$ cat src/verilog/flash_cmd_pkg.sv
package flash_cmd_pkg;

    // Serial opcodes handled by the command interpreter.
    localparam logic [7:0] OP_ENTER_FOUR_LINE = 8'h38;
    localparam logic [7:0] OP_EXIT_FOUR_LINE  = 8'hFF;
    localparam logic [7:0] OP_SET_READ_PARAM  = 8'hC0;
    localparam logic [7:0] OP_SET_BURST_WRAP  = 8'h77;
    localparam logic [7:0] OP_BURST_WRAP_READ = 8'h0C;
    localparam logic [7:0] OP_RESET_ARM       = 8'h66;
    localparam logic [7:0] OP_RESET_GO        = 8'h99;
    localparam logic [7:0] OP_WRITE_ENABLE    = 8'h06;
    localparam logic [7:0] OP_WRITE_DISABLE   = 8'h04;
    localparam logic [7:0] OP_SUSPEND         = 8'h75;
    localparam logic [7:0] OP_RESUME          = 8'h7A;

    // Frame field sizes, in bits.
    localparam logic [5:0] BYTE_BITS    = 6'h08;
    localparam logic [5:0] ADDR_BITS    = 6'h18;
    localparam logic [5:0] BITS_SERIAL  = 6'h01;
    localparam logic [5:0] BITS_FOURLN  = 6'h04;

    // Read parameter byte layout and decode.
    localparam int         DUMMY_LSB        = 4;
    localparam int         WRAP_LSB         = 0;
    localparam int         SERIAL_WRAP_LSB  = 4;
    localparam logic [1:0] DUMMY_SEL_RESET  = 2'h0;
    localparam logic [1:0] WRAP_SEL_RESET   = 2'h0;
    localparam logic [3:0] DUMMY_BASE       = 4'h2;
    localparam logic [3:0] SERIAL_FAST_DUMMY = 4'h8;
    localparam logic [7:0] WRAP_BASE_BYTES  = 8'h08;

    // Software reset recovery time.
    localparam int          T_RST_NS     = 30000;
    localparam int          CLK_PERIOD_NS = 25;
    localparam int          RST_CYCLES_I = (T_RST_NS + CLK_PERIOD_NS - 1) / CLK_PERIOD_NS;
    localparam logic [10:0] RST_CYCLES   = 11'(RST_CYCLES_I);

    // APB register map.
    localparam int         APB_AW        = 8;
    localparam logic [7:0] REG_CTRL      = 8'h00;
    localparam logic [7:0] REG_STATUS    = 8'h04;
    localparam logic [7:0] REG_PARAM     = 8'h08;
    localparam int         CTRL_QE_BIT   = 0;
    localparam int         ST_MODE_BIT   = 0;
    localparam int         ST_WEL_BIT    = 1;
    localparam int         ST_SUSP_BIT   = 2;
    localparam int         ST_ARMED_BIT  = 3;
    localparam int         ST_BUSY_BIT   = 4;

    typedef enum logic [5:0] {
        PH_OPCODE = 6'h01,
        PH_ARG    = 6'h02,
        PH_ADDR   = 6'h04,
        PH_DUMMY  = 6'h08,
        PH_DATA   = 6'h10,
        PH_IGNORE = 6'h20
    } phase_t;

endpackage

$ cat src/verilog/pin_sync.sv
`timescale 1ns/10ps
module pin_sync #(
    parameter int W = 1
) (
    // Clock and reset
    input  wire logic         clk_sys_in,
    input  wire logic         rst_in,
    // Pins and synchronised copies
    input  wire logic [W-1:0] async_in,
    output logic      [W-1:0] sync_out
);

    logic [W-1:0] meta_q;

    genvar i;
    generate
        for (i = 0; i < W; i++) begin : g_bit
            always_ff @(posedge clk_sys_in or posedge rst_in) begin
                if (rst_in) begin
                    meta_q[i]   <= 1'b0;
                    sync_out[i] <= 1'b0;
                end else begin
                    meta_q[i]   <= async_in[i];
                    sync_out[i] <= meta_q[i];
                end
            end
        end
    endgenerate

endmodule

$ cat src/verilog/flash_cmd_ctrl.sv
// Function
// - Four-line mode accepts C0h setting dummy count and wrap length.
// - Serial mode rejects C0h; serial fast reads use a fixed dummy count.
// - In serial mode 77h sets wrap length from its serial wrap bits.
// - Mode switches keep write enable latch, suspend state and wrap length.
// - Power-up and software reset give 8-byte wrap and 2 dummy clocks.
// - Dummy field 00/01/10/11 gives 2/4/6/8 clocks, four-line reads only.
// - Wrap field 00/01/10/11 gives 8/16/32/64 bytes.
// - Opcode 0Ch reads like fast read, wrapping within aligned window; the code serves it in four-line mode only.
// - Only one mode at a time; only 38h enters four-line mode.
// - Power-up starts in serial mode.
// - 38h is ignored while the quad enable bit is 0.
// - FFh returns four-line mode to serial mode.
// - Accepted reset clears latches, suspend, read and wrap settings.
// - Reset needs 66h then 99h back to back; any other whole opcode disarms.
// - Reset takes about 30 us; no command accepted meanwhile.
//
// Added by the designer: the register offsets and the APB interface to the registers.
`timescale 1ns/10ps
module flash_cmd_ctrl
    import flash_cmd_pkg::*;
(
    // Clock and reset
    input  wire logic               clk_sys_in,
    input  wire logic               rst_in,
    // Serial link pins from the host
    input  wire logic               cs_n_in,
    input  wire logic               sclk_in,
    input  wire logic [3:0]         io_in,
    output logic      [3:0]         io_out,
    output logic      [3:0]         io_oe_out,
    // Array read port
    input  wire logic [7:0]         array_data_in,
    output logic      [23:0]        rd_addr_out,
    // Mode and setting outputs
    output logic                    four_line_command_mode_out,
    output logic                    write_enable_latch_out,
    output logic                    suspend_flag_out,
    output logic      [3:0]         dummy_clocks_out,
    output logic                    reset_busy_out,
    // APB slave
    input  wire logic               psel_in,
    input  wire logic               penable_in,
    input  wire logic               pwrite_in,
    input  wire logic [APB_AW-1:0]  paddr_in,
    input  wire logic [31:0]        pwdata_in,
    output logic      [31:0]        prdata_out,
    output logic                    pready_out,
    output logic                    pslverr_out
);

    typedef struct packed {
        logic        mode;
        logic        write_enable_latch;
        logic        susp;
        logic        qe;
        logic [1:0]  dummy_sel;
        logic [1:0]  wrap_sel;
        logic        armed;
        logic [10:0] rst_cnt;
        logic        busy;
        logic        sclk_prev;
        logic        cs_prev;
        phase_t      phase;
        logic [5:0]  cnt;
        logic [7:0]  shreg;
        logic [7:0]  opcode;
        logic        op_ok;
        logic        arg_ok;
        logic [3:0]  dummy_left;
        logic        nib_lo;
        logic [23:0] addr;
        logic [3:0]  io;
        logic [3:0]  io_oe;
        logic [3:0]  dummy_clk;
        logic [31:0] prdata;
        logic        pready;
        logic        pslverr;
    } state_t;

    state_t     s_q;
    state_t     s_d;
    logic [5:0] pins_sync;

    pin_sync #(
        .W (6)
    ) u_pin_sync (
        .clk_sys_in (clk_sys_in),
        .rst_in     (rst_in),
        .async_in   ({~cs_n_in, sclk_in, io_in}),
        .sync_out   (pins_sync)
    );

    // Chip select passes the synchroniser inverted so that its reset value reads as idle.
    wire logic       cs_n_s = ~pins_sync[5];
    wire logic       sclk_s = pins_sync[4];
    wire logic [3:0] io_s   = pins_sync[3:0];

    function automatic logic [3:0] dummy_decode(input logic [1:0] sel);
        dummy_decode = DUMMY_BASE + {1'b0, sel, 1'b0};
    endfunction

    function automatic logic [7:0] wrap_bytes(input logic [1:0] sel);
        wrap_bytes = WRAP_BASE_BYTES << sel;
    endfunction

    // Next read address, held inside the aligned wrap window.
    function automatic logic [23:0] wrap_next(input logic [23:0] a, input logic [1:0] sel);
        logic [23:0] mask;
        mask = {16'h0000, wrap_bytes(sel) - 8'h01};
        wrap_next = (a & ~mask) | ((a + 24'h000001) & mask);
    endfunction

    logic       rise;
    logic       fall;
    logic       frame_end;
    logic [5:0] step;
    logic       byte_done;
    logic       apb_acc;

    always_comb begin
        s_d       = s_q;
        rise      = sclk_s && !s_q.sclk_prev;
        fall      = !sclk_s && s_q.sclk_prev;
        frame_end = cs_n_s && !s_q.cs_prev;
        step      = s_q.mode ? BITS_FOURLN : BITS_SERIAL;
        byte_done = (s_q.cnt + step) == BYTE_BITS;
        apb_acc   = psel_in && penable_in && !s_q.pready;

        s_d.sclk_prev = sclk_s;
        s_d.cs_prev   = cs_n_s;

        if (s_q.rst_cnt != 11'h000) begin
            // While the reset recovers, frames are dropped whole.
            s_d.rst_cnt = s_q.rst_cnt - 11'h001;
            s_d.phase   = PH_IGNORE;
            s_d.io_oe   = 4'h0;
        end else if (cs_n_s) begin
            s_d.phase = PH_OPCODE;
            s_d.cnt   = 6'h00;
            s_d.io_oe = 4'h0;
            s_d.op_ok  = 1'b0;
            s_d.arg_ok = 1'b0;
            // A frame cut before a whole opcode leaves the reset arming untouched.
            if (frame_end && s_q.op_ok) begin
                s_d.armed = (s_q.opcode == OP_RESET_ARM);
                unique case (s_q.opcode)
                    OP_ENTER_FOUR_LINE: begin
                        // Only the mode bit moves, so latch, suspend and wrap carry over.
                        if (!s_q.mode && s_q.qe) s_d.mode = 1'b1;
                    end
                    OP_EXIT_FOUR_LINE:  if (s_q.mode) s_d.mode = 1'b0;
                    OP_WRITE_ENABLE:    s_d.write_enable_latch  = 1'b1;
                    OP_WRITE_DISABLE:   s_d.write_enable_latch  = 1'b0;
                    OP_SUSPEND:         s_d.susp = 1'b1;
                    OP_RESUME:          s_d.susp = 1'b0;
                    OP_SET_READ_PARAM: begin
                        if (s_q.mode && s_q.arg_ok) begin
                            s_d.dummy_sel = s_q.shreg[DUMMY_LSB +: 2];
                            s_d.wrap_sel  = s_q.shreg[WRAP_LSB +: 2];
                        end
                    end
                    OP_SET_BURST_WRAP: begin
                        if (!s_q.mode && s_q.arg_ok) begin
                            s_d.wrap_sel = s_q.shreg[SERIAL_WRAP_LSB +: 2];
                        end
                    end
                    OP_RESET_GO: begin
                        if (s_q.armed) begin
                            // Power-on values; the mode change leaves nothing else.
                            s_d.mode      = 1'b0;
                            s_d.write_enable_latch       = 1'b0;
                            s_d.susp      = 1'b0;
                            s_d.dummy_sel = DUMMY_SEL_RESET;
                            s_d.wrap_sel  = WRAP_SEL_RESET;
                            s_d.rst_cnt   = RST_CYCLES;
                        end
                    end
                    default: ;
                endcase
            end
        end else begin
            unique case (s_q.phase)
                PH_OPCODE: begin
                    if (rise) begin
                        s_d.shreg = s_q.mode ? {s_q.shreg[3:0], io_s} : {s_q.shreg[6:0], io_s[0]};
                        s_d.cnt   = s_q.cnt + step;
                        if (byte_done) begin
                            s_d.opcode = s_d.shreg;
                            s_d.op_ok  = 1'b1;
                            s_d.cnt    = 6'h00;
                            if (s_d.shreg == OP_SET_READ_PARAM || s_d.shreg == OP_SET_BURST_WRAP)
                                s_d.phase = PH_ARG;
                            else if (s_d.shreg == OP_BURST_WRAP_READ && s_q.mode)
                                s_d.phase = PH_ADDR;
                            else
                                s_d.phase = PH_IGNORE;
                        end
                    end
                end
                PH_ARG: begin
                    if (rise) begin
                        s_d.shreg = s_q.mode ? {s_q.shreg[3:0], io_s} : {s_q.shreg[6:0], io_s[0]};
                        s_d.cnt   = s_q.cnt + step;
                        if (byte_done) begin
                            s_d.arg_ok = 1'b1;
                            s_d.phase  = PH_IGNORE;
                        end
                    end
                end
                PH_ADDR: begin
                    if (rise) begin
                        s_d.addr = {s_q.addr[19:0], io_s};
                        s_d.cnt  = s_q.cnt + BITS_FOURLN;
                        if (s_d.cnt == ADDR_BITS) begin
                            s_d.phase      = PH_DUMMY;
                            s_d.dummy_left = dummy_decode(s_q.dummy_sel);
                        end
                    end
                end
                PH_DUMMY: begin
                    if (rise) begin
                        s_d.dummy_left = s_q.dummy_left - 4'h1;
                        if (s_q.dummy_left == 4'h1) begin
                            s_d.phase  = PH_DATA;
                            s_d.nib_lo = 1'b0;
                        end
                    end
                end
                PH_DATA: begin
                    // Data changes on the falling edge so the host samples it on the rise.
                    if (fall) begin
                        s_d.io_oe  = 4'hF;
                        s_d.io     = s_q.nib_lo ? array_data_in[3:0] : array_data_in[7:4];
                        s_d.nib_lo = !s_q.nib_lo;
                        // The address moves after the low nibble, so each byte goes out once.
                        if (s_q.nib_lo) s_d.addr = wrap_next(s_q.addr, s_q.wrap_sel);
                    end
                end
                PH_IGNORE: ;
                default: s_d.phase = PH_IGNORE;
            endcase
        end

        // The serial fast reads keep a fixed count whatever the field holds.
        s_d.dummy_clk = s_d.mode ? dummy_decode(s_d.dummy_sel) : SERIAL_FAST_DUMMY;

        // Busy is kept in a flop so the pin carries no decode glitch.
        s_d.busy = (s_d.rst_cnt != 11'h000);

        // APB answers one cycle into the access phase.
        // Writes land on the first access edge; the wait state only carries the answer.
        s_d.pready  = apb_acc;
        s_d.pslverr = 1'b0;
        if (apb_acc) begin
            s_d.prdata = 32'h0000_0000;
            unique case (paddr_in)
                REG_CTRL: begin
                    if (pwrite_in) s_d.qe = pwdata_in[CTRL_QE_BIT];
                    s_d.prdata[CTRL_QE_BIT] = s_q.qe;
                end
                REG_STATUS: begin
                    s_d.prdata[ST_MODE_BIT]  = s_q.mode;
                    s_d.prdata[ST_WEL_BIT]   = s_q.write_enable_latch;
                    s_d.prdata[ST_SUSP_BIT]  = s_q.susp;
                    s_d.prdata[ST_ARMED_BIT] = s_q.armed;
                    s_d.prdata[ST_BUSY_BIT]  = (s_q.rst_cnt != 11'h000);
                end
                REG_PARAM: begin
                    s_d.prdata[DUMMY_LSB +: 2] = s_q.dummy_sel;
                    s_d.prdata[WRAP_LSB +: 2]  = s_q.wrap_sel;
                end
                default: s_d.pslverr = 1'b1;
            endcase
        end
    end

    always_ff @(posedge clk_sys_in or posedge rst_in) begin
        if (rst_in) begin
            s_q           <= '0;
            s_q.mode      <= 1'b0;
            s_q.dummy_sel <= DUMMY_SEL_RESET;
            s_q.wrap_sel  <= WRAP_SEL_RESET;
            s_q.dummy_clk <= SERIAL_FAST_DUMMY;
            s_q.phase     <= PH_OPCODE;
            s_q.cs_prev   <= 1'b1;
        end else begin
            s_q <= s_d;
        end
    end

    assign io_out                     = s_q.io;
    assign io_oe_out                  = s_q.io_oe;
    assign rd_addr_out                = s_q.addr;
    assign four_line_command_mode_out = s_q.mode;
    assign write_enable_latch_out     = s_q.write_enable_latch;
    assign suspend_flag_out           = s_q.susp;
    assign dummy_clocks_out           = s_q.dummy_clk;
    assign reset_busy_out             = s_q.busy;
    assign prdata_out                 = s_q.prdata;
    assign pready_out                 = s_q.pready;
    assign pslverr_out                = s_q.pslverr;

endmodule

$ cat config.mk
export PLATFORM = sky130hd
export DESIGN_NAME = flash_cmd_ctrl
export DESIGN_NICKNAME = d
export VERILOG_FILES = /design/src/verilog/flash_cmd_pkg.sv /design/src/verilog/pin_sync.sv /design/src/verilog/flash_cmd_ctrl.sv
export SDC_FILE = /design/constraint.sdc
export NUM_CORES = 1
export LEC_CHECK = 0
export ABC_AREA = 0
export ABC_CLOCK_PERIOD_IN_PS = 3500
export BUFFER_PORTS_ARGS = -buffer_cell sky130_fd_sc_hd__buf_2
export CAP_MARGIN = 25
export CORE_MARGIN = 1.5
export CORE_UTILIZATION = 55
export CTS_CLUSTER_DIAMETER = 50
export DETAILED_ROUTE_END_ITERATION = 6
export PLACE_DENSITY = 0.8
export SYNTH_ARGS = -nofsm -noshare
export SYNTH_HDL_FRONTEND = slang
export SYNTH_HIERARCHICAL = 1
export SYNTH_SLANG_ARGS = --single-unit
$ cat constraint.sdc
create_clock -name clk_sys_in -period 3.5 [get_ports clk_sys_in]
set_input_delay 0.7 -clock clk_sys_in [delete_from_list [all_inputs] [get_ports clk_sys_in]]
set_output_delay 0.7 -clock clk_sys_in [all_outputs]
set_load 0.05 [all_outputs]
* Word-level counts from Yosys, hierarchy flattened *
Cells that the tools add are included.

operators by class
  bitwise gates (word level) = 7
  add/sub/neg operators = 8
  reduce and logical (&&, ||, !) cells = 45
  shifts and indexed selects = 1
  muxes and demuxes = 64
  eq/ne operators = 54

operators with widths
  operator                 count
  $mux W24                 2
  $pmux W24 S2             1
  $mux W6                  7
  $eq A8 B7 Y1 const B     5
  $mux W12                 3
  $mux W4                  9
  $ne A4 B4 Y1 const B     9
  $mux W11                 3
  $mux W33                 1
  $eq A8 B8 Y1 const B     4
  $mux W16                 2
  $ne A2 B2 Y1 const B     15
  $pmux W6 S5              1
  $mux W29                 1
  $reduce_and A5 Y1        5
  $add A24 B1 Y24 const B  1
  $and A24 B24 Y24         1
  $and A24 B8 Y24          1
  $eq A8 B3 Y1 const B     3
  $not A8 Y24              1
  $or A24 B24 Y24          1
  $reduce_bool A11 Y1      2
  $mux W20                 1
  $ne A3 B3 Y1 const B     6
  other kinds (44)         94

word-level totals
  register bits after elaboration = 113
  word-level logic and storage cells = 217
  input port bits = 59
  output and inout bits = 74

* Longest topological paths before layout *
Gate-level depths: netlist of run 1.

  depth in word-level cells = 10
  gate-level depth with buffers = 11
  mapped depth without buffers = 10

* Modules after synthesis *
The synthesis of run 1 kept the hierarchy.

by module, submodules not included
  module          seq. area each (µm²)  times used  cells each  area an instance (µm²)
  flash_cmd_ctrl  2,431.1               1           632         5,920.7
  pin_sync        300.3                 1           13          304.0

* Worst setup path after synthesis of run 1 *
Ideal clock, no wire load.

  kind = flip-flop to flip-flop
  start = register s_q (netlist bit four_line_command_mode_out)
  end = register s_q[102] (netlist bit)
  stages on the path, launching flop included = 11
  clock period less this slack = 2.897 ns
  setup slack = 0.603 ns
  buffers on the path = 1
  required time = 3.375 ns
  arrival = 2.773 ns
  setup time = 0.125 ns
  path through = dfrtp_1 clkbuf_1 inv_1 ha_1 ha_1 xnor2_1 nor3b_1 and4_1 a21o_1 a31oi_4 mux2_2

between the ends
  longest elaborated chain between the ends = 9
  elaborated cells on any way between the ends = 16
  classes of those cells = add/sub (1); eq/ne (5); mux (8); reduce/logical (2)

ends and longest elaborated chain
  what                                                   RTL line              text
  start: declaration                                     flash_cmd_ctrl.sv:81  state_t s_q;
  branches (longest 9 deep; another with $add A6 B3 Y6)  --

Parallel ways; which one is timed is not known. The select of a mux whose other input is x is not followed.
A chain may end at the register's enable or synchronous reset.

==> results of run 1 <==
[report_power, final]
part / switching, mW / internal (mW) / total [mW]
combinational: 0.193 / 0.0914 / 0.284
sequential: 0.0833 / 1.31 / 1.39
clock: 0.465 / 0.603 / 1.07
[final cells by class]
type,instances,area [um2],area share
inverter,26,98.8,0.0150
multi-input combinational,446,2840,0.430
sequential,109,2730,0.414
tap,140,175,0.0265
clock buffer,11,253,0.0383
clock inverter,5,66.3,0.0100
timing repair buffer,81,435,0.0660
[flip-flops by register name, summed over array words and instances, names as in the netlist, 3 cells and up]
signal               count
rd_addr_out             24
prdata_out               6
s_q                     53
io_out                   4
u_pin_sync/meta_q        6
dummy_clocks_out         3
u_pin_sync/sync_out      6
[placed cells by master (no fill, tap or decap), types with 3 or more instances in the layout]
cell type  synthesis  routed
a21o_1             5       5
a21oi_1           31      31
a22o_1             4       4
a22oi_1            3       3
a31oi_1            8       8
and2_1             3       3
and3_1             5       5
buf_2              4      74
buf_4             70       6
clkbuf_16          0       9
conb_1             1      27
dfrtp_1          106     106
dfstp_2            3       3
ha_1              13      13
inv_1             26      25
mux2_2            22      22
mux2i_1           14      14
nand2_1           63      63
nand2b_1           7       7
nand3_1           23      23
nand3b_1           3       3
nand4_1            6       6
nand4b_1           3       3
nor2_1            44      44
nor2b_1            8       8
nor3_1            17      17
nor3b_1            7       7
nor4_1            11      11
nor4b_1            4       4
o21ai_0           40      40
o22ai_1            7       7
o31ai_1            5       5
or3_1              3       3
or4_1              3       3
xnor2_1            3       3
xor2_1             4       4
[metrics by stage]
stage               power (mW)  area, um2   util  instances  setup WS, ns
floorplan                 1.64       6320      -        671         0.271
global placement          1.68       6280  0.574        802         0.612
detailed placement        1.69       6280  0.574        802         0.535
CTS                       2.76       6600  0.604        818         0.494
global route              2.86       6600  0.604        818         0.233
finish                    2.74       6600  0.604        818         0.459
[cells by family after synthesis]
kind of cell | share of synthesized area
simple gates | 0.198
compound gates | 0.142
buf+inv | 0.120
flops | 0.439
mux | 0.0641
fa+ha+maj | 0.0261
xor+xnor | 0.00985
other cells | 0.000602
[layer usage]
| metal | up-vias | wire [um] | track usage |
|---|---|---|---|
| li1 | 2279 | - | - |
| met1 | 2349 | 5590 | 0.286 |
| met2 | 210 | 6520 | 0.379 |
| met3 | 22 | 781 | 0.0492 |
| met4 | 0 | 159 | 0.0816 |
| met5 | - | 0 | 0 |
[worst paths after layout]
path / start / end / slack (ns) / cells past startpoint
min reg2reg: u_pin_sync/meta_q[0] / u_pin_sync/sync_out[0] / 0.35 / 0
min: u_pin_sync/meta_q[0] / u_pin_sync/sync_out[0] / 0.35 / 0
max reg2reg: s_q[108] / reset_busy_out / 0.46 / 8
min in group asynchronous: rst_in / u_pin_sync/meta_q[1] / 0.36 / 2
max in group asynchronous: rst_in / dummy_clocks_out[3] / 2.20 / 3
max: s_q[108] / reset_busy_out / 0.46 / 8
[worst reg2reg max path: stages, from the launching register on]
cell and delay (ns):
dfrtp_1 0.43, inv_1 0.15, ha_1 0.30, nor3b_1 0.65
nand2_1 0.21, o21ai_0 0.31, nand4_1 0.15, nor4_1 0.35
or3b_1 0.38
==> impl_metrics.ini, run 1 <==
[clocking]
h-tree-depth = 3
clkLatencyLatePin_ns = 0.35
cts_resized = 0
numCtsBuffers = 9
cts_hold_buf = 0
postCtsSetupBuffers = 0
clockBufferDepth = 2
cts_tree = done
cts_sinks = 109
cts_root_buf = clkbuf_16
clkTransAtPathRegs_ns = 0.07

[floorplan]
start_util = 0.569
pin_count = 133
num_rows = 38
core_mm2 = 0.0109
die_y_um = 109
fp.dieArea_mm2 = 0.0120
fp.dieW_um = 109

[worst_setup_path]
worst-path-max-fanout = 6
end_kind = flip-flop
cp.buffers_inverters = 1
startpoint_type = flip-flop
crit_family = simple AND/OR/NAND/NOR gates
crit_slowest_cell = nor3b_1
max_stage_delay_ns = 0.65
crit_arrival_ns = 3.27
path_cells = inv_1, ha_1, nor3b_1, nand2_1, o21ai_0, nand4_1, nor4_1, or3b_1
cp.required_ns = 3.73
worst-setup-path-type = flip-flop to flip-flop

[worst_hold_path]
hold_class = flip-flop to flip-flop

[route]
wl_mm = 13.1
wl_per_cell_um = 16.0
ant_nets = 0
drt-pass1-iter-count = 5
vias = 4860
drt_iter0_markers = 405
drc = 0
viasPerCell = 5.94

[timing]
min_period_over_period = 0.869
fin_skew_ns = 0.00706
slew_headroom = 0.442
rsz0062_at_grt = no
tns_ns = 0
max_freq_mhz = 329
drv_slew = 0
hold_slack_ns = 0.351
finalHoldViolCount = 0
worstMarginPinSlew_ns = 0.836
finalCriticalPeriod_ns = 3.04
finalSetupViolations = 0

[synth]
syn_inst = 645
ys_types = 79
netlist_area_mm2 = 0.00622
synthTopCellsByCount = dfrtp_1 (106), buf_4 (70), nand2_1 (63)
post-synth-top-count-cell = dfrtp_1
yosysWarningCount = 6
synth.largest_area_cell = dfrtp_1
synth_top_area_frac = 0.426
yosys-top-cells-area = dfrtp_1 (43%), buf_4 (8.4%), mux2_2 (4.0%)
ys.flop_type = dfrtp_1
synth-edff-count = 0
synthArstFlopShare = 1.00
ys_seq_area_frac = 0.439
yosys_register_bits = 109
syn_avg_cell_area_um2 = 9.65

[global_routing]
grt_pass1_wl_mm = 21.3
grt-ovfl-total = 0
grt_max_degree = 52
antenna_found_initial = 0
grt_usage = 0.226
grt_pass1_vias = 4591

[placed_design]
dp_hpwl_mm = 9.29
routabilityCongestion = 0.844
portBuffers = 74

[finish]
nFillCells = 888
antenna_cells = 0
drive_gt1_frac = 0.212
final_nets = 745
synthToLayoutAreaGrowth_pct = 6.05

[power_and_ir_drop]
peakVddDrop_mv = 0.277
cellLeakagePower_nw = 3.15
p_per_area_mw_per_mm2 = 416

[flow_run]
drv_cap = 0

[status]
status = completed
(Power assumes the default switching activity.)
==> inputs of run 2 (changes only) <==
--- a/config.mk
+++ b/config.mk
@@ -16,5 +16,4 @@
 export PLACE_DENSITY = 0.8
 export SYNTH_ARGS = -nofsm -noshare
 export SYNTH_HDL_FRONTEND = slang
-export SYNTH_HIERARCHICAL = 1
 export SYNTH_SLANG_ARGS = --single-unit
==> run 2 against run 1 <==
Final cell count is 2.8% higher. Largest power group unchanged. First-iteration DRC count decreased by 0.25%. Synthesized cell count rose by 4.0%. Largest cell class unchanged.
==> impl_metrics.ini, run 2 <==
[status]
status = completed

[finish]
largest_reg_flops = 53
mostFrequentLayoutCells = dfrtp_1 (105), buf_2 (74), nor2_1 (48), inv_1 (45), nand2_1 (44)
final_nets = 768
multiInputGateArea_mm2 = 0.00287
largest_register = s_q
drive_gt1_frac = 0.184
final_area_mm2 = 0.00667
nFillCells = 919
final_common_cell = dfrtp_1
ff_latch_area_mm2 = 0.00273
fin_cells = 841
synthToLayoutAreaGrowth_pct = 5.80
antenna_cells = 0

[synth]
muxShareOfSynthArea = 0.0548
synthArstFlopShare = 1.00
synth-edff-count = 0
synth.largest_area_cell = dfrtp_1
syn_inst = 671
synth_xor_xnor_area_share = 0.0111
ys_seq_area_frac = 0.433
synthTopCellsByCount = dfrtp_1 (106), buf_4 (68), nor2_1 (48)
yosys-top-cells-area = dfrtp_1 (42%), buf_4 (8.1%), mux2i_1 (3.3%)
synth_compound_area_frac = 0.150
syn_avg_cell_area_um2 = 9.39
post-synth-top-count-cell = dfrtp_1
ys_types = 75
synth_top_family_by_area = simple AND/OR/NAND/NOR gates
yosysWarningCount = 0
yosys.area_share.simple = 0.198
ys.flop_type = dfrtp_1
synth_top_area_frac = 0.421
netlist_area_mm2 = 0.00630
synth_fa_ha_area_frac = 0.0258
yosys_register_bits = 109

[worst_hold_path]
hold_class = flip-flop to flip-flop
hp-start = u_pin_sync.meta_q[2]
holdPathStages = 0
hold_end = u_pin_sync.sync_out[2]

[timing]
finalHoldViolCount = 0
worstMarginPinSlew_ns = 0.831
rsz0062_at_grt = no
finalSetupViolations = 0
slew_headroom = 0.445
drv_slew = 0
min_period_over_period = 0.817
tns_ns = 0
max_freq_mhz = 350
fin_skew_ns = 0.00877
finalCriticalPeriod_ns = 2.86

[route]
viasPerCell = 5.85
wl_mm = 13.4
wl_per_cell_um = 16.0
drc = 0
drt_iter0_markers = 404
vias = 4918
ant_nets = 0
drt-pass1-iter-count = 5

[worst_setup_path]
path_cells = buf_4, ha_1, xor2_1, or3_1, o41ai_1, a41oi_2, mux2_2
reg2regPathDepth = 7
reg2reg_slack_ns = 0.64
r2r-end = s_q[102]
max_stage_delay_ns = 0.47
crit_slowest_cell = o41ai_1
worst-setup-path-type = flip-flop to flip-flop
r2r_start = four_line_command_mode_out
crit_arrival_ns = 3.10
cp.buffers_inverters = 1
startpoint_type = flip-flop
cp.required_ns = 3.74
end_kind = flip-flop
crit_family = compound AO/OA/AOI/OAI gates
worst-path-max-fanout = 21

[power_and_ir_drop]
p_per_area_mw_per_mm2 = 400
peakVddDrop_mv = 0.281
cellLeakagePower_nw = 3.15
power_mw = 2.67

[floorplan]
fp.dieW_um = 110
start_util = 0.574
fp.dieArea_mm2 = 0.0121
core_mm2 = 0.0110
num_rows = 38
die_y_um = 110
pin_count = 133

[clocking]
cts_hold_buf = 0
cts_sinks = 109
cts_root_buf = clkbuf_16
clockBufferDepth = 2
cts_tree = done
clkLatencyLatePin_ns = 0.35
clkTransAtPathRegs_ns = 0.07
postCtsSetupBuffers = 0
cts_resized = 0
h-tree-depth = 3
numCtsBuffers = 9

[global_routing]
antenna_found_initial = 0
grt_max_degree = 73
grt-ovfl-total = 0
grt_usage = 0.233
grt_pass1_wl_mm = 21.8
grt_pass1_vias = 4581

[flow_run]
drv_cap = 0

[placed_design]
routabilityCongestion = 0.876
placed_cells = 825
portBuffers = 74
placed_cell_area_mm2 = 0.00640
dp_hpwl_mm = 9.74
[run 2: cell types whose count changed in the layout (fill, tap and decap cells not counted), moves of 4 or more]
cell	delta
a211oi_1	+5
a21oi_1	-11
inv_1	+20
mux2_2	-10
mux2i_1	+7
nand2_1	-19
nand2b_1	+5
nand3_1	+7
nand4_1	+7
nor2_1	+4
o21ai_1	+11
o2bb2ai_1	+4
[run 2: per-layer routing]
layer  track usage  part of all wire  wire [um]
met5             0                 0          0
met2         0.367              0.48       6430
met1         0.316              0.45       5990
met4        0.0807             0.016        209
met3        0.0523             0.059        792
[run 2: power breakdown]
part / internal (mW) / switching [mW]
clock network: 0.485 / 0.467
logic: 0.105 / 0.213
registers: 1.32 / 0.0839
total: 1.91 / 0.764
[run 2: through the flow]
| stage | worst slack [ns] | utilization | hold WS, ns |
|---|---|---|---|
| after floorplan | 0.0871 | - | 0.331 |
| after detailed placement | 0.731 | 0.583 | 0.336 |
| after global placement | 0.774 | 0.583 | 0.333 |
| after CTS | 0.661 | 0.607 | 0.352 |
| final | 0.640 | 0.607 | 0.351 |
| after global routing | 0.547 | 0.607 | 0.357 |
[run 2: cells by family after synthesis]
| group | after synthesis |
|---|---|
| multiplexers | 33 |
| flip-flops | 109 |
| buffers and inverters | 140 |
| AO/OA/AOI/OAI | 141 |
| other | 1 |
| adder cells (fa/ha/maj) | 13 |
| AND/OR/NAND/NOR | 226 |
| XOR/XNOR | 8 |
[run 2: worst max path at each step]
stage	startpoint	end	slack [ns]	cells after the start
floorplan	four_line_command_mode_out	s_q[102]	0.09	11
global placement	four_line_command_mode_out	s_q[103]	0.77	7
detailed placement	four_line_command_mode_out	s_q[103]	0.73	7
CTS	four_line_command_mode_out	s_q[102]	0.66	7
global route	four_line_command_mode_out	s_q[102]	0.55	7
finish	four_line_command_mode_out	s_q[102]	0.64	7
[run 2: final cells by class]
cell class | instances | share of cell area
Clock inverter | 5 | 0.00544
Inverter | 46 | 0.0265
Clock buffer | 11 | 0.0349
Timing Repair Buffer | 82 | 0.0664
Tap cell | 140 | 0.0263
Sequential cell | 109 | 0.410
Multi-Input combinational cell | 448 | 0.431
==> inputs of run 3 (changes only) <==
--- a/config.mk
+++ b/config.mk
@@ -6,7 +6,7 @@
 export NUM_CORES = 1
 export LEC_CHECK = 0
 export ABC_AREA = 0
-export ABC_CLOCK_PERIOD_IN_PS = 3500
+export ABC_CLOCK_PERIOD_IN_PS = 2800
 export BUFFER_PORTS_ARGS = -buffer_cell sky130_fd_sc_hd__buf_2
 export CAP_MARGIN = 25
 export CORE_MARGIN = 1.5
==> constraint.sdc (replaced) <==
create_clock -name clk_sys_in -period 2.8 [get_ports clk_sys_in]
set_input_delay 0.56 -clock clk_sys_in [delete_from_list [all_inputs] [get_ports clk_sys_in]]
set_output_delay 0.56 -clock clk_sys_in [all_outputs]
set_load 0.05 [all_outputs]
==> run 3 against run 2 <==
Sequential power increased by 25%. Total power up 27%. Clock skew down 0.00069 ns. Register-to-register slack worse by 0.39 ns. Critical endpoint unchanged. Highest routed layer unchanged.
==> impl_metrics.ini, run 3 (synthesized netlist as in run 2, its figures left out) <==
[status]
status = completed

[worst_hold_path]
hold_class = primary input to flip-flop
holdPathStages = 1

[clocking]
clockBufferDepth = 2
cts_tree = done
h-tree-depth = 3
postCtsSetupBuffers = 0
numCtsBuffers = 9
cts_root_buf = clkbuf_16
clkLatencyLatePin_ns = 0.35
clkTransAtPathRegs_ns = 0.08
cts_resized = 0
cts_sinks = 109
cts_hold_buf = 0

[power_and_ir_drop]
clkPwrFrac = 0.367
seqPwrFrac = 0.514
combPwrFrac = 0.119
cellLeakagePower_nw = 3.20
p_per_area_mw_per_mm2 = 500
p_int_mw = 2.42
swShare = 0.287
p_switching_uw = 975
peakVddDrop_mv = 0.368

[worst_setup_path]
crit_slowest_cell = nor4b_4
worst-path-stages = 6
path_cells = inv_1, ha_1, nor4b_4, nand4_4, a41oi_2, mux2_2
cp.buffers_inverters = 1
crit_arrival_ns = 2.79
max_stage_delay_ns = 0.52
cp.required_ns = 3.03
crit_start = s_q[108]
startpoint_type = flip-flop
end_kind = flip-flop
crit_end = s_q[102]
reg2regPathDepth = 6
reg2reg_slack_ns = 0.25
r2r-end = s_q[102]
worst-setup-path-type = flip-flop to flip-flop
crit_family = simple AND/OR/NAND/NOR gates
r2r_start = s_q[108]
worst-path-max-fanout = 10

[finish]
nFillCells = 889
mostFrequentLayoutCells = dfrtp_1 (105), buf_2 (74), nor2_1 (48), nand2_1 (44), inv_1 (44)
antenna_cells = 0
drive_gt1_frac = 0.203
utilization = 0.618
final_nets = 776
final_area_mm2 = 0.00679
largest_reg_flops = 53
largest_register = s_q
synthToLayoutAreaGrowth_pct = 7.68
final_common_cell = dfrtp_1

[timing]
drv_slew = 0
worstMarginPinSlew_ns = 0.714
rsz0062_at_grt = no
fin_skew_ns = 0.00809
finalSetupViolations = 0
finalCriticalPeriod_ns = 2.55
finalHoldViolCount = 0
max_freq_mhz = 391
min_period_over_period = 0.912
slew_headroom = 0.520

[floorplan]
fp.dieArea_mm2 = 0.0121
pin_count = 133
fp.dieW_um = 110
start_util = 0.574
num_rows = 38
die_y_um = 110
core_mm2 = 0.0110

[route]
wl_per_cell_um = 15.9
wl_met3_um = 768
top_layer_used = met4
drt-pass1-iter-count = 5
vias = 5005
drt_iter0_markers = 289
viasPerCell = 5.90
wl_met1_mm = 5.94
drc = 0
wl_met2_mm = 6.56
ant_nets = 0
wl_mm = 13.5

[placed_design]
routabilityCongestion = 0.902
dp_hpwl_mm = 9.67
placed_cell_area_mm2 = 0.00650
portBuffers = 74

[global_routing]
antenna_found_initial = 0
grt_pass1_wl_mm = 22.1
grt_pass1_vias = 4616
grt_usage = 0.233
grt-ovfl-total = 0
grt_max_degree = 110

[flow_run]
drv_cap = 0
## run 3: cell count changes in the layout (fill, tap and decap cells not counted), moves of 2 or more
cell,change
ha_1,-2
mux2_4,+2
buf_4,+8
mux2_2,-2
clkbuf_1,-2
## run 3: power by group through the flow
stage                     Combinational, mW  Sequential, mW  Clock (mW)
after global routing                  0.448            1.76        1.33
after detailed placement              0.403            1.77           0
after floorplan                       0.345            1.74           0
final                                 0.404            1.75        1.25
after global placement                0.391            1.76           0
after CTS                             0.404            1.74        1.28
## run 3: how the worst min path moves through the flow
stage,startpoint,endpoint,slack [ns]
3_3_place_gp,u_pin_sync.meta_q[2],u_pin_sync.sync_out[2],0.33
6_report,io_in[2],u_pin_sync.meta_q[2],0.31
4_1_cts,io_in[2],u_pin_sync.meta_q[2],0.30
5_1_grt,io_in[2],u_pin_sync.meta_q[2],0.30
3_5_place_dp,u_pin_sync.meta_q[3],u_pin_sync.sync_out[3],0.34
2_1_floorplan,u_pin_sync.meta_q[0],u_pin_sync.sync_out[0],0.33
## run 3: through the flow
stage / worst slack (ns) / TNS, ns / cells / hold WS [ns] / power, mW
after global placement: 0.353 / 0 / 833 / 0.332 / 2.15
after CTS: 0.242 / 0 / 849 / 0.296 / 3.42
final: 0.245 / 0 / 849 / 0.307 / 3.40
after floorplan: -0.000872 / -0.000872 / 697 / 0.331 / 2.09
after global routing: 0.00266 / 0 / 849 / 0.295 / 3.54
after detailed placement: 0.264 / 0 / 833 / 0.338 / 2.17
## run 3: worst register-to-register path, delay by kind of cell, from the launching register on
family,cells,cell delay [ns]
compound gates,1,0.45
fa+ha+maj,1,0.20
buf+inv,1,0.13
flops,1,0.40
mux,1,0.39
simple gates,2,0.88
## run 3: cell type report
type                            instances  area (um2)  share of cell area
Multi-Input combinational cell        448        2910               0.429
Clock inverter                          6        52.6             0.00774
Clock buffer                           10         239              0.0352
Inverter                               46         176              0.0260
Tap cell                              140         175              0.0258
Sequential cell                       109        2730               0.403
Timing Repair Buffer                   90         503              0.0741
## run 3: per-layer routing
layer,track usage,vias up
met5,0,-
met4,0.0733,0
met3,0.0464,25
met2,0.374,165
met1,0.320,2440
li1,-,2375
